[config.mk]
export PLATFORM = sky130hd
export DESIGN_NAME = expc_top
export DESIGN_NICKNAME = d
export VERILOG_FILES = /design/src/expc_pkg.sv /design/src/expc_if.sv /design/src/expc_top.sv /design/src/expc_buf.sv /design/src/expc_timer.sv
export VERILOG_INCLUDE_DIRS = /design/src /design/src/src
export SDC_FILE = /design/constraint.sdc
export NUM_CORES = 1
export LEC_CHECK = 0
export BUFFER_PORTS_ARGS = -buffer_cell sky130_fd_sc_hd__clkbuf_2
export CORE_UTILIZATION = 45
export DETAILED_ROUTE_END_ITERATION = 7
export RECOVER_POWER = 100
export SETUP_SLACK_MARGIN = 0.15
export SLEW_MARGIN = 20
export SYNTH_ARGS = -nofsm -noshare
export SYNTH_HDL_FRONTEND = slang
export SYNTH_SLANG_ARGS = --single-unit
[constraint.sdc]
create_clock -name clk -period 12.85 [get_ports clk]
set_clock_uncertainty 0.15 [all_clocks]
set_input_delay 0.6425 -clock clk [delete_from_list [all_inputs] [get_ports clk]]
set_output_delay 0.6425 -clock clk [all_outputs]
set_load 0.005 [all_outputs]
[src/expc_params.svh]
// Constants for the exposure and capture control block.
// Assumes inclusion by bare name from the package and the design modules.
`ifndef EXPC_PARAMS_SVH
`define EXPC_PARAMS_SVH
// ==========================================================================
// Register byte addresses
`define EXPC_A_FMT_RATE   32'hF0F0_0600
`define EXPC_A_FMT_MODE   32'hF0F0_0604
`define EXPC_A_FMT_FORMAT 32'hF0F0_0608
`define EXPC_A_FREE_RUN   32'hF0F0_0614
`define EXPC_A_ACQ        32'hF0F0_061C
`define EXPC_A_SHUTTER    32'hF0F0_081C
`define EXPC_A_TRIG       32'hF0F0_0830
`define EXPC_A_TBASE      32'hF100_0208
`define EXPC_A_LONG_EXP   32'hF100_020C
// ==========================================================================
// Field positions (bit 0 of the bus is the MSB, so it is index 31 here)
`define EXPC_B_MSB        31
`define EXPC_B_MULTI      30
`define EXPC_B_TRIG_ON    25
`define EXPC_W_COUNT      16
`define EXPC_W_SHUT       12
`define EXPC_W_TBASE      8
`define EXPC_W_LONG       26
// ==========================================================================
// Reset values and timing
`define EXPC_RST_TBASE    8'h14
`define EXPC_RST_SHUT     12'h001
`define EXPC_BCAST_NODE   6'h3F
`define EXPC_CLK_NS       5
`define EXPC_US_NS        1000
`define EXPC_US_CYC       (`EXPC_US_NS / `EXPC_CLK_NS)
`define EXPC_OFFSET_US    27
`define EXPC_MIN_EXP_US   4
`define EXPC_LEAD_US      8
`define EXPC_SYNC_MAX_US  150
`define EXPC_XFER_NS      710000
`define EXPC_XFER_JIT_NS  62500
`define EXPC_XFER_MIN_US  ((`EXPC_XFER_NS - `EXPC_XFER_JIT_NS + `EXPC_US_NS - 1) / `EXPC_US_NS)
`define EXPC_BUS_CYC_US   125
`endif

[src/expc_pkg.sv]
// Types for the exposure and capture control block.
// Assumes the constants header is on the include path.
`include "expc_params.svh"
package expc_pkg;
  typedef enum logic [6:0] {
    EXPC_IDLE = 7'b000_0001,
    EXPC_SYNC = 7'b000_0010,
    EXPC_ARM  = 7'b000_0100,
    EXPC_LEAD = 7'b000_1000,
    EXPC_EXPO = 7'b001_0000,
    EXPC_READ = 7'b010_0000,
    EXPC_SEND = 7'b100_0000
  } expc_state_e;
endpackage : expc_pkg

[src/expc_if.sv]
// Carrier for one frame word between the capture sequencer and its buffer.
// Assumes one clock shared by both ends.
`timescale 1ns/1ps
interface expc_if;
  logic        valid;
  logic        ready;
  logic [15:0] data;
  modport src (output valid, output data, input ready);
  modport snk (input valid, input data, output ready);
endinterface : expc_if

[src/expc_top.sv]
// Exposure and frame capture control: shutter, long exposure, single,
// counted and free-run capture, trigger arming and broadcast writes.
// Assumes requests arrive one per cycle, synchronous to clk.
// Operation
// [RULE1] Exposure equals shutter times base plus offset
// [RULE2] Host writes shutter values one to 4095
// [RULE3] Time base is twenty microseconds after reset
// [RULE4] Fixed offset added; minimum requested is 4 us
// [RULE5] Long exposure field counts microseconds, 26 bits
// [RULE6] Long exposure reaches about 67 seconds
// [RULE7] Shutter write mirrors into long exposure field
// [RULE8] Long exposure changes take effect at once
// [RULE9] Format, mode or rate write drops long exposure
// [RULE10] Single-frame bit clears itself after capture
// [RULE11] Free-run ignores the single-frame bit
// [RULE12] With trigger, single-frame arms; clearing cancels
// [RULE13] Host enables trigger, stops free-run, requests frame
// [RULE14] Sync within 150 us, integration 8 us later
// [RULE15] Sync starts exposure or enables trigger path
// [RULE16] First packet 710 us after exposure, bus-aligned
// [RULE17] Multi-frame captures the programmed image count
// [RULE18] Multi-frame flag self-clears; free-run ignores it
// [RULE19] Clearing flag or zero count stops multi-frame
// [RULE20] Multi-frame works with external trigger
// [RULE21] Free-run bit starts and stops endless capture
// [RULE22] Broadcast node writes accepted without acknowledgment
`timescale 1ns/1ps
`include "expc_params.svh"
module expc_top
  import expc_pkg::*;
(
  input  wire logic        clk,
  input  wire logic        rstn,
  input  wire logic [5:0]  own_node,
  input  wire logic        req_valid,
  input  wire logic        req_write,
  input  wire logic [5:0]  req_node,
  input  wire logic [31:0] req_addr,
  input  wire logic [31:0] req_wdata,
  output logic             rsp_valid,
  output logic [31:0]      rsp_rdata,
  input  wire logic        trig_in,
  output logic             sync_pulse,
  output logic             external_exposure_sync,
  output logic             exposing,
  output logic             frm_valid,
  input  wire logic        frm_ready,
  output logic [15:0]      frm_data
);
  // ========================================================================
  // State record
  typedef struct packed {
    expc_state_e                 st;
    logic [`EXPC_W_SHUT-1:0]     shut;
    logic [`EXPC_W_TBASE-1:0]    tbase;
    logic [`EXPC_W_LONG-1:0]     long_exposure_us;
    logic                        long_act;
    logic                        single;
    logic                        multi;
    logic [`EXPC_W_COUNT-1:0]    count;
    logic                        continuous_capture_bit;
    logic                        trig_on;
    logic                        trig_prev;
    logic                        rsp;
    logic [31:0]                 rdata;
    logic                        sync;
    logic                        ext_sync;
    logic                        expo;
    logic [26:0]                 exp_cnt;
    logic [6:0]                  cyc;
    logic [15:0]                 frame;
    logic                        push;
  } expc_top_s;
  expc_top_s s_q, s_d;

  logic       us_tick;
  logic       tmr_done;
  logic       tmr_ld;
  logic [9:0] tmr_us;
  expc_if     bif ();

  // ========================================================================
  // Helpers

  // Effective exposure in microseconds including the model offset.
  function automatic logic [26:0] exp_total(input expc_top_s s);
    logic [25:0] base;
    base = s.long_act ? s.long_exposure_us : 26'(s.shut * s.tbase);
    if (base < 26'(`EXPC_MIN_EXP_US)) begin
      base = 26'(`EXPC_MIN_EXP_US);
    end
    return 27'(base) + 27'(`EXPC_OFFSET_US);
  endfunction : exp_total

  // True when any capture request still wants a frame.
  function automatic logic want_frame(input expc_top_s s);
    return s.continuous_capture_bit || s.single || (s.multi && s.count != '0);
  endfunction : want_frame

  // ========================================================================
  // Register access, capture sequencer and bus cycle alignment
  always_comb begin
    logic is_bcast;
    logic hit;
    logic wr;
    is_bcast = (req_node == `EXPC_BCAST_NODE);
    hit      = req_valid && (is_bcast || req_node == own_node);
    wr       = hit && req_write;
    s_d      = s_q;
    s_d.rsp  = 1'b0;
    s_d.sync = 1'b0;
    s_d.push = s_q.push && !bif.ready;
    s_d.trig_prev = trig_in;
    tmr_ld   = 1'b0;
    tmr_us   = 10'h000;

    // Free-running 125 us bus cycle counter.
    if (us_tick) begin
      s_d.cyc = (s_q.cyc == 7'(`EXPC_BUS_CYC_US - 1)) ? 7'h00 : s_q.cyc + 7'h01;
    end

    // Sequencer; hardware clears come before host writes so a write wins.
    case (s_q.st)
      EXPC_IDLE: begin
        if (want_frame(s_q) && !s_q.push) begin
          s_d.st = EXPC_SYNC;
        end
      end
      EXPC_SYNC: begin
        if (us_tick) begin
          s_d.sync = 1'b1;                               // RULE14
          if (s_q.trig_on) begin
            s_d.ext_sync = 1'b1;                         // RULE15
            s_d.st       = EXPC_ARM;                     // RULE12 RULE20
          end else begin
            tmr_ld = 1'b1;
            tmr_us = 10'(`EXPC_LEAD_US);                 // RULE15
            s_d.st = EXPC_LEAD;
          end
        end
      end
      EXPC_ARM: begin
        if (!want_frame(s_q)) begin
          s_d.ext_sync = 1'b0;                           // RULE12 RULE19
          s_d.st       = EXPC_IDLE;
        end else if (trig_in && !s_q.trig_prev) begin
          s_d.ext_sync = 1'b0;
          tmr_ld       = 1'b1;
          tmr_us       = 10'(`EXPC_LEAD_US);             // RULE14
          s_d.st       = EXPC_LEAD;
        end
      end
      EXPC_LEAD: begin
        if (tmr_done) begin
          s_d.expo    = 1'b1;
          s_d.exp_cnt = '0;
          s_d.st      = EXPC_EXPO;
        end
      end
      EXPC_EXPO: begin
        if (us_tick) begin
          s_d.exp_cnt = s_q.exp_cnt + 27'h1;
          // Compared live, so a new long exposure acts at once.
          if (s_q.exp_cnt + 27'h1 >= exp_total(s_q)) begin  // RULE1 RULE4 RULE8
            s_d.expo = 1'b0;
            tmr_ld   = 1'b1;
            tmr_us   = 10'(`EXPC_XFER_MIN_US);           // RULE16
            s_d.st   = EXPC_READ;
          end
        end
      end
      EXPC_READ: begin
        if (tmr_done) begin
          s_d.st = EXPC_SEND;
        end
      end
      EXPC_SEND: begin
        // Send on a bus cycle boundary; the wait gives the cycle jitter.
        if (us_tick && s_q.cyc == 7'h00 && !s_q.push) begin  // RULE16
          s_d.push  = 1'b1;
          s_d.frame = s_q.frame + 16'h0001;
          s_d.st    = EXPC_IDLE;
          if (!s_q.continuous_capture_bit) begin         // RULE11 RULE18
            if (s_q.multi && s_q.count != '0) begin
              s_d.count = s_q.count - 16'h0001;          // RULE17
              if (s_q.count == 16'h0001) begin
                s_d.multi = 1'b0;                        // RULE18
              end
            end else begin
              s_d.single = 1'b0;                         // RULE10
            end
          end
        end
      end
      default: begin
        s_d.st = EXPC_IDLE;
      end
    endcase

    // Host writes, unicast or broadcast alike.
    if (wr) begin                                        // RULE22
      case (req_addr)
        `EXPC_A_SHUTTER: begin
          s_d.shut = req_wdata[`EXPC_W_SHUT-1:0];        // RULE2
          s_d.long_exposure_us = 26'(req_wdata[`EXPC_W_SHUT-1:0] * s_q.tbase);  // RULE7
          s_d.long_act = 1'b0;
        end
        `EXPC_A_TBASE: begin
          s_d.tbase = req_wdata[`EXPC_W_TBASE-1:0];      // RULE3
        end
        `EXPC_A_LONG_EXP: begin
          s_d.long_exposure_us = req_wdata[`EXPC_W_LONG-1:0];  // RULE5 RULE6
          s_d.long_act = 1'b1;                           // RULE7
        end
        `EXPC_A_FMT_RATE, `EXPC_A_FMT_MODE, `EXPC_A_FMT_FORMAT: begin
          s_d.long_act = 1'b0;                           // RULE9
        end
        `EXPC_A_ACQ: begin
          s_d.single = req_wdata[`EXPC_B_MSB];           // RULE10 RULE12
          s_d.multi  = req_wdata[`EXPC_B_MULTI];         // RULE19
          s_d.count  = req_wdata[`EXPC_W_COUNT-1:0];     // RULE17 RULE19
        end
        `EXPC_A_FREE_RUN: begin
          s_d.continuous_capture_bit = req_wdata[`EXPC_B_MSB];  // RULE21
        end
        `EXPC_A_TRIG: begin
          s_d.trig_on = req_wdata[`EXPC_B_TRIG_ON];      // RULE13
        end
        default: begin
        end
      endcase
    end

    // Reads and acknowledgments go to the own node only.
    if (hit && !is_bcast) begin                          // RULE22
      s_d.rsp   = 1'b1;
      s_d.rdata = 32'h0000_0000;
      if (!req_write) begin
        case (req_addr)
          `EXPC_A_SHUTTER:  s_d.rdata = 32'(s_q.shut);
          `EXPC_A_TBASE:    s_d.rdata = 32'(s_q.tbase);
          `EXPC_A_LONG_EXP: s_d.rdata = {1'b1, 5'h00, s_q.long_exposure_us};
          `EXPC_A_ACQ:      s_d.rdata = {s_q.single, s_q.multi, 14'h0000, s_q.count};
          `EXPC_A_FREE_RUN: s_d.rdata = {s_q.continuous_capture_bit, 31'h0};
          `EXPC_A_TRIG:     s_d.rdata = {1'b1, 5'h00, s_q.trig_on, 25'h0};
          default:          s_d.rdata = 32'h0000_0000;
        endcase
      end
    end
  end

  // State register.
  always_ff @(posedge clk or negedge rstn) begin
    if (!rstn) begin
      s_q       <= '0;
      s_q.st    <= EXPC_IDLE;
      s_q.tbase <= `EXPC_RST_TBASE;                      // RULE3
      s_q.shut  <= `EXPC_RST_SHUT;
    end else begin
      s_q <= s_d;
    end
  end

  // ========================================================================
  // Sub-blocks
  expc_timer u_timer (
    .clk     (clk),
    .rstn    (rstn),
    .ld      (tmr_ld),
    .ld_us   (tmr_us),
    .us_tick (us_tick),
    .done    (tmr_done)
  );

  assign bif.valid = s_q.push;
  assign bif.data  = s_q.frame;

  expc_buf u_buf (
    .clk       (clk),
    .rstn      (rstn),
    .in_if     (bif),
    .out_valid (frm_valid),
    .out_ready (frm_ready),
    .out_data  (frm_data)
  );

  assign rsp_valid              = s_q.rsp;
  assign rsp_rdata              = s_q.rdata;
  assign sync_pulse             = s_q.sync;
  assign external_exposure_sync = s_q.ext_sync;
  assign exposing               = s_q.expo;
endmodule : expc_top

[src/expc_buf.sv]
// Two-entry buffer for frame words; a stalled receiver loses no word.
// Assumes the source holds valid and data until ready.
`timescale 1ns/1ps
module expc_buf
  import expc_pkg::*;
(
  input  wire logic  clk,
  input  wire logic  rstn,
  expc_if.snk        in_if,
  output logic       out_valid,
  input  wire logic  out_ready,
  output logic [15:0] out_data
);
  typedef struct packed {
    logic [1:0]  used;
    logic        hv;
    logic [15:0] m0;
    logic [15:0] m1;
  } expc_buf_s;
  expc_buf_s s_q, s_d;

  // Entry 0 is the head; a word enters the first free slot.
  always_comb begin
    logic push;
    logic pop;
    push = 1'b0;
    pop  = 1'b0;
    s_d  = s_q;
    push = in_if.valid && (s_q.used != 2'd2);
    pop  = out_ready && (s_q.used != 2'd0);
    if (pop) begin
      s_d.m0 = s_q.m1;
      s_d.used = s_q.used - 2'd1;
    end
    if (push) begin
      if (s_d.used == 2'd0) begin
        s_d.m0 = in_if.data;
      end else begin
        s_d.m1 = in_if.data;
      end
      s_d.used = s_d.used + 2'd1;
    end
    // Head-valid flag kept in a flip-flop so the output needs no decode.
    s_d.hv = (s_d.used != 2'd0);
  end

  always_ff @(posedge clk or negedge rstn) begin
    if (!rstn) begin
      s_q <= '0;
    end else begin
      s_q <= s_d;
    end
  end

  assign in_if.ready = (s_q.used != 2'd2);
  assign out_valid   = s_q.hv;
  assign out_data    = s_q.m0;
endmodule : expc_buf

[src/expc_timer.sv]
// Microsecond tick divider and a microsecond down-counter.
// Assumes the clock runs at the rate named in the constants header.
`timescale 1ns/1ps
`include "expc_params.svh"
module expc_timer
  import expc_pkg::*;
(
  input  wire logic       clk,
  input  wire logic       rstn,
  input  wire logic       ld,
  input  wire logic [9:0] ld_us,
  output logic            us_tick,
  output logic            done
);
  typedef struct packed {
    logic [7:0] div;
    logic       tick;
    logic [9:0] cnt;
    logic       done;
  } expc_tmr_s;
  expc_tmr_s s_q, s_d;

  // One tick every microsecond; done pulses once the load has elapsed.
  always_comb begin
    s_d      = s_q;
    s_d.done = 1'b0;
    s_d.tick = (s_q.div == 8'(`EXPC_US_CYC - 1));
    s_d.div  = s_d.tick ? 8'h00 : s_q.div + 8'h01;
    if (ld) begin
      s_d.cnt = ld_us;
    end else if (s_q.tick && s_q.cnt != 10'h000) begin
      s_d.cnt  = s_q.cnt - 10'h001;
      s_d.done = (s_q.cnt == 10'h001);
    end
  end

  always_ff @(posedge clk or negedge rstn) begin
    if (!rstn) begin
      s_q <= '0;
    end else begin
      s_q <= s_d;
    end
  end

  assign us_tick = s_q.tick;
  assign done    = s_q.done;
endmodule : expc_timer

==> results of run 1 <==
state kept, by name, summed over array words and instances, names as in the netlist:
name                    flops
u_buf.s_q                  18
u_timer.us_tick             1
rsp_valid                   1
bif.valid                   1
u_buf.out_data             16
u_buf.out_valid             1
rsp_rdata                  28
exposing                    1
external_exposure_sync      1
s_q                       109
u_timer.s_q                18
u_timer.done                1
sync_pulse                  1
bif.data                   16
per-stage QoR:
step | worst slack (ps) | area (µm²) | power (W) | hold WS [ps]
4_1_cts | 2610 | 20000 | 0.00156 | 27.0
3_3_place_gp | 2820 | 19100 | 0.000777 | 296
3_5_place_dp | 2630 | 19100 | 0.000780 | 303
5_1_grt | 1720 | 19900 | 0.00159 | 40.2
6_report | 2410 | 19900 | 0.00153 | 55.9
2_1_floorplan | 3990 | 18300 | 0.000735 | 197
worst reg2reg max path: cells and delay by family (launching register included):
family / cells / cell delay (ps)
adders and majority gates: 7 / 2940
and+or+nand+nor: 14 / 2860
xor gates and xnor gates: 1 / 170
AOI/OAI and AO/OA: 11 / 3070
buffers and inverters: 2 / 100
DFF: 1 / 1040
area by class of cell:
type	count	area, µm²	area share (%)
Timing Repair Buffer	145	701	3.52
Sequential cell	213	5340	26.8
Multi-Input combinational cell	1537	11600	58.4
Clock inverter	14	186	0.938
Clock buffer	33	727	3.66
Tap cell	525	657	3.30
Inverter	175	657	3.30
what timing repair did:
action | in CTS | in global routing
buffers inserted | 0 | 0
endpoints found under the setup margin | 0 | 0
hold buffers | 1 | 0
hold endpoints to repair | 78 | 0
logic make-up (layout without fill, tap and decap cells):
| family | Yosys count | count (layout) | share of synthesized area, % |
|---|---|---|---|
| simple gates | 779 | 779 | 20.9 |
| compound gates | 324 | 324 | 11.2 |
| buf+inv | 305 | 367 | 7.30 |
| fa+ha+maj | 241 | 241 | 21.4 |
| flops | 213 | 213 | 29.2 |
| xor+xnor | 114 | 114 | 5.50 |
| mux | 75 | 75 | 4.43 |
| other cells | 1 | 4 | 0.0205 |
power breakdown:
group | total [W] | internal [W] | leakage (nW) | switching, W
sequential | 0.000678 | 0.000676 | 2.82 | 0.00000233
clock | 0.000769 | 0.000464 | 0.450 | 0.000305
combinational | 0.0000873 | 0.0000317 | 6.42 | 0.0000556
per-layer routing:
layer | wire (µm) | vias to the layer above | share of wire [%]
met5 | 0 | - | 0
li1 | - | 6906 | -
met2 | 22000 | 326 | 48
met4 | 1520 | 0 | 3.3
met1 | 20600 | 7093 | 45
met3 | 2100 | 74 | 4.5
worst paths after layout:
| path | slack, ps | cells after the start | end | start |
|---|---|---|---|---|
| hold / removal | 60 | 1 | s_q[87] | trig_in |
| hold reg to reg | 320 | 1 | u_timer.s_q[12] | u_timer.s_q[12] |
| max in group asynchronous | 5370 | 3 | s_q[141] | rstn |
| setup / recovery | 2410 | 35 | u_timer.s_q[4] | s_q[138] |
| min in group asynchronous | 1980 | 2 | u_buf.out_data[15] | rstn |
| setup reg to reg | 2410 | 35 | u_timer.s_q[4] | s_q[138] |
cell usage in the layout, fill, tap and decap left out, types with 8 or more instances in the layout:
cell / count
nand2_1: 280
dfrtp_1: 208
inv_1: 174
nor2_1: 140
and2_1: 124
ha_1: 121
o21ai_0: 120
fa_1: 120
clkbuf_2: 90
a21oi_1: 72
xnor2_1: 60
xor2_1: 53
nand3_1: 47
clkbuf_1: 45
mux2_2: 43
mux2i_1: 31
nor3_1: 30
clkbuf_16: 26
and3_1: 21
nand4_1: 20
nor2b_1: 18
a21o_1: 18
nor4_1: 18
nor3b_1: 16
a22o_1: 13
a222oi_1: 12
nand2b_1: 11
a31oi_1: 11
or3_1: 10
buf_4: 10
a21boi_0: 9
o21a_1: 8
nand3b_1: 8
==> metrics.md, run 1 <==
| Metric | Value |
|---|---|
| Drt wl/cell | 17.5 µm |
| Post-synth EDFFs | 0 |
| CP dominant cell by count | fa_1 |
| Count leader, synth | nand2_1 |
| Final worst-path cycle share | 81.2% |
| Mapped Cells | 2052 |
| Cells after DPL | 2594 |
| CP bufs+invs | 2 |
| Synth area leader | dfrtp_1 |
| Slowest CP cell | dfrtp_1 |
| CTS tree | yes |
| WL final | 46200 µm |
| Max_slew headroom | -185% |
| RSZ-0062 raised after global routing | false |
| Crit-path max FO | 26 |
| DIE AREA | 41400 µm² |
| Core area | 39900 µm² |
| Required time worst endpoint | 13140 ps |
| Leading post-synthesis cells by cell area | dfrtp_1, fa_1, ha_1 |
| Cts bufs inserted | 26 |
| Largest net degree at the start of global routing | 81 |
| Initial antenna violation count | 0 |
| CTS Sinks | 213 |
| H-Tree Level Count | 1 |
| Mapped cell area | 18300 µm² |
| Antenna Nets Post-Route | 0 |
| PD cells | 77.2 nW/µm² |
| Violated checks | capacitance limit, slew limit |
| DIE HEIGHT | 204 µm |
| Dpl hpwl | 34900 µm |
| MaxCap Viol Count | 6 |
| Port Buffers | 126 |
| Die width | 204 µm |
| Commonest cells post-synth | nand2_1, dfrtp_1, inv_1 |
| Post-synth top flop | dfrtp_1 |
| Setup crit end kind | register |
| Vias/cell | 5.45 |
| Antenna cell count | 0 |
| Initial drt markers | 910 |
| #FFs+latches synth | 213 |
| Status | complete, but fails checks |
| # DRC | 0 |
| Share of flip-flops with an asynchronous set or reset | 100% |
| I/O Pins | 135 |
| First-pass GRT wire length | 75700 µm |
| Met2 usage | 38.1% |
| Max Buffers Root-to-Sink | 3 |
| Setup crit start kind | register |
| Least-Margin Pin Slew | 4270 ps |
| Ys Warns | 0 |
| Filler-free cell count of the finished design | 2642 |
| Later-pin clock latency in the skew report | 560 ps |
| Leakage | 9.69 nW |
| Fmax | 95.8 MHz |
| Drt first pass iters | 5 |
| Share of layout cells above drive strength 1 | 10.1% |
| Grt ovf | 0 |
| Critical path class | register to register |
| Final Critical Period | 10440 ps |
| GRT Overall Usage | 22.8% |
| # rows | 73 |
| Clock-pin slew on the worst setup and hold paths | 60 ps |
| Peak VDD IR | 0.0970 mV |
| Via count | 14400 |
| Cell variety after synth | 81 |
| GR met3 Demand/Resource | 2.60% |
| Worst min-delay path category | input pin to register |
| Met1 usage | 30.5% |
| Post-CTS sizing | 0 |
| Starting density of the core | 45.8% |
| Register area share after synthesis | 29.2% |
| Layout area overhead | 8.74% |
| Data arrival time of the critical path | 10730 ps |
| CP peak stage delay | 1040 ps |
| Core Util, Final | 49.8% |
| Final #Nets | 2421 |
| Vias in the first global route | 14400 |
| Post-Syn Area per Cell | 8.91 µm² |
| Crit path max-delay family | compound AO/OA/AOI/OAI gates |
| Setup violators final | 0 |
| Setup TNS | 0 ps |
| Fill count | 3793 |
| Root buffer cell | clkbuf_16 |
| GRT busiest layer | met2 |
| Endpoints failing hold | 0 |
| Routability congestion estimate | 0.869 |
| Top-area cell type share of the netlist area | 28.6% |
| Fin. max-slew vios | 270 |
Power figures use the tool's default switching activity.
==> run 2: changes to the inputs <==
==> constraint.sdc (replaced) <==
create_clock -name clk -period 10.6 [get_ports clk]
set_clock_uncertainty 0.15 [all_clocks]
set_input_delay 0.53 -clock clk [delete_from_list [all_inputs] [get_ports clk]]
set_output_delay 0.53 -clock clk [all_outputs]
set_load 0.005 [all_outputs]
==> metrics.md, run 2 (same netlist as run 1, synthesis figures left out) <==
| Metric | Value |
|---|---|
| Status | complete, but fails checks (unchanged) |
| Violated checks | capacitance limit, slew limit (unchanged) |
| Root buffer cell | clkbuf_16 (unchanged) |
| Setup violators final | 0 (unchanged) |
| Multi-input gate area | 11600 µm² (about the same) |
| Largest net degree at the start of global routing | 81 (unchanged) |
| CP endpoint | u_timer.s_q[4] (unchanged) |
| First-pass GRT wire length | 76100 µm (was 75700 µm) |
| MaxCap Viol Count | 6 (unchanged) |
| Hold_ws | 51.1 ps (was 55.9 ps) |
| H-Tree Level Count | 1 (unchanged) |
| Setup TNS | 0 ps (unchanged) |
| Biggest register | s_q (unchanged) |
| Largest register FFs | 109 (unchanged) |
| Core Util, Final | 50.0% (was 49.8%) |
| CTS Sinks | 213 (unchanged) |
| Starting density of the core | 45.8% (unchanged) |
| DIE AREA | 41400 µm² (unchanged) |
| Top sig layer | met4 (unchanged) |
| Final #Nets | 2426 (was 2421) |
| I/O Pins | 135 (unchanged) |
| Share of layout cells above drive strength 1 | 10.0% (was 10.1%) |
| Commonest non-fill, non-tap cell in the layout | nand2_1 (unchanged) |
| Via count | 14300 (was 14400) |
| Required time worst endpoint | 10880 ps (was 13140 ps) |
| Worst min-delay path category | input pin to register (unchanged) |
| Fin area | 19900 µm² (about the same) |
| Final Critical Period | 9750 ps (was 10440 ps) |
| Crit-path max FO | 26 (unchanged) |
| Layout area overhead | 9.03% (was 8.74%) |
| Antenna Nets Post-Route | 0 (unchanged) |
| Drt wl/cell | 17.6 µm (was 17.5 µm) |
| Leakage | 9.73 nW (was 9.69 nW) |
| Worst-case reg-to-reg path depth | 34 (was 35) |
| FF-to-FF End | u_timer.s_q[4] (unchanged) |
| Vias/cell | 5.40 (was 5.45) |
| PD cells | 95.2 nW/µm² (was 77.2 nW/µm²) |
| Routability congestion estimate | 0.872 (was 0.869) |
| CP dominant cell by count | fa_1 (unchanged) |
| Critical path class | register to register (unchanged) |
| Vias in the first global route | 14500 (was 14400) |
| Slowest CP cell | dfstp_4 (was dfrtp_1) |
| Initial drt markers | 902 (was 910) |
| Total power | 0.00190 W (was 0.00153 W) |
| Setup crit end kind | register (unchanged) |
| Setup bufs post-CTS | 0 (unchanged) |
| GRT Overall Usage | 23.0% (was 22.8%) |
| Drt first pass iters | 5 (unchanged) |
| Fill count | 3757 (was 3793) |
| Setup crit start kind | register (unchanged) |
| Critical hold path startpoint | req_wdata[25] (was trig_in) |
| Clock-pin slew on the worst setup and hold paths | 60 ps (about the same) |
| Port Buffers | 126 (unchanged) |
| Met2 wire length | 22100 µm (was 22000 µm) |
| Critical path origin | s_q[139] (was s_q[138]) |
| Endpoints failing hold | 0 (unchanged) |
| WL final | 46700 µm (was 46200 µm) |
| Core area | 39900 µm² (unchanged) |
| Max_slew headroom | -203% (was -185%) |
| FF+latch area | 5340 µm² (about the same) |
| Commonest cells after routing, fill and taps aside | nand2_1, dfrtp_1, inv_1, nor2_1, and2_1 (unchanged) |
| # rows | 73 (unchanged) |
| Die width | 204 µm (unchanged) |
| Max Buffers Root-to-Sink | 3 (unchanged) |
| Least-Margin Pin Slew | 4550 ps (was 4270 ps) |
| # DRC | 0 (unchanged) |
| Cts bufs inserted | 25 (was 26) |
| Grt ovf | 0 (unchanged) |
| Peak VDD IR | 0.120 mV (was 0.0970 mV) |
| CP peak stage delay | 810 ps (was 1040 ps) |
| Worst reg2reg startpoint | s_q[139] (was s_q[138]) |
| Area after DPL | 19100 µm² (about the same) |
| Data arrival time of the critical path | 10030 ps (was 10730 ps) |
| CTS tree | yes (unchanged) |
| Met3 wire len | 2360 µm (was 2100 µm) |
| Fmax | 103 MHz (was 95.8 MHz) |
| DIE HEIGHT | 204 µm (unchanged) |
| Fin. max-slew vios | 284 (was 270) |
| Final worst-path cycle share | 92.0% (was 81.2%) |
| R2R Setup Slk | 850 ps (was 2410 ps) |
| Later-pin clock latency in the skew report | 550 ps (was 560 ps) |
| RSZ-0062 raised after global routing | false (unchanged) |
| Antenna cell count | 0 (unchanged) |
| Metal1 wirelength | 20700 µm (was 20600 µm) |
| Dpl hpwl | 35300 µm (was 34900 µm) |
| Initial antenna violation count | 0 (unchanged) |
==> run 2: cell count changes in the layout (fill, tap and decap cells not counted), sizes merged <==
cell	before	now
bufinv	3	6
buf	11	13
clkinv	10	5
clkbuf	166	170
dlygate4sd3	1	2
==> run 2: per-stage QoR <==
stage / setup slack (ps) / instances
floorplan: 1740 / 2055
global placement: 949 / 2599
detailed placement: 747 / 2599
CTS: 753 / 2647
global route: 111 / 2647
finish: 849 / 2647
==> run 2: worst max-delay path, delay by kind of cell (launching register included) <==
family                   cells  cell delay (ps)
AO/OA/AOI/OAI               11             2320
adder cells (fa/ha/maj)      7             2950
buffers and inverters        3              140
flip-flops                   1              810
AND/OR/NAND/NOR             13             3230
==> run 2: how the worst min path moves through the flow <==
stage	endpoint	slack [ps]	depth (start not counted)
4_1_cts	s_q[129]	30	3
5_1_grt	s_q[129]	50	3
3_3_place_gp	u_timer.s_q[12]	300	1
6_report	s_q[134]	50	3
2_1_floorplan	bif.data[0]	80	0
3_5_place_dp	u_timer.s_q[12]	310	1
==> run 2: routing by layer <==
metal	vias up	GRT usage, %
met3	77	3.28
li1	6918	-
met4	0	7.55
met1	6984	30.1
met5	-	0
met2	316	38.9
==> run 2: layout make-up <==
class / count / share of cell area [%]
multi-input cells: 1537 / 58.2
flip-flops and latches: 213 / 26.8
repair buffers: 151 / 3.73
clock buffers: 34 / 3.51
inverters: 175 / 3.29
well taps: 525 / 3.29
clock inverters: 12 / 1.16
==> run 2: where the power goes <==
group / internal, W / switching, W / total [W]
registers: 0.000819 / 0.00000265 / 0.000822
logic: 0.0000378 / 0.0000666 / 0.000104
clock network: 0.000611 / 0.000361 / 0.000972
==> run 2: repair_timing <==
item / 4_1_cts / 5_1_grt
setup endpoints to repair: 0 / 1
hold buffers: 2 / 0
hold endpoints to repair: 79 / 0
gates resized for setup: 0 / 2
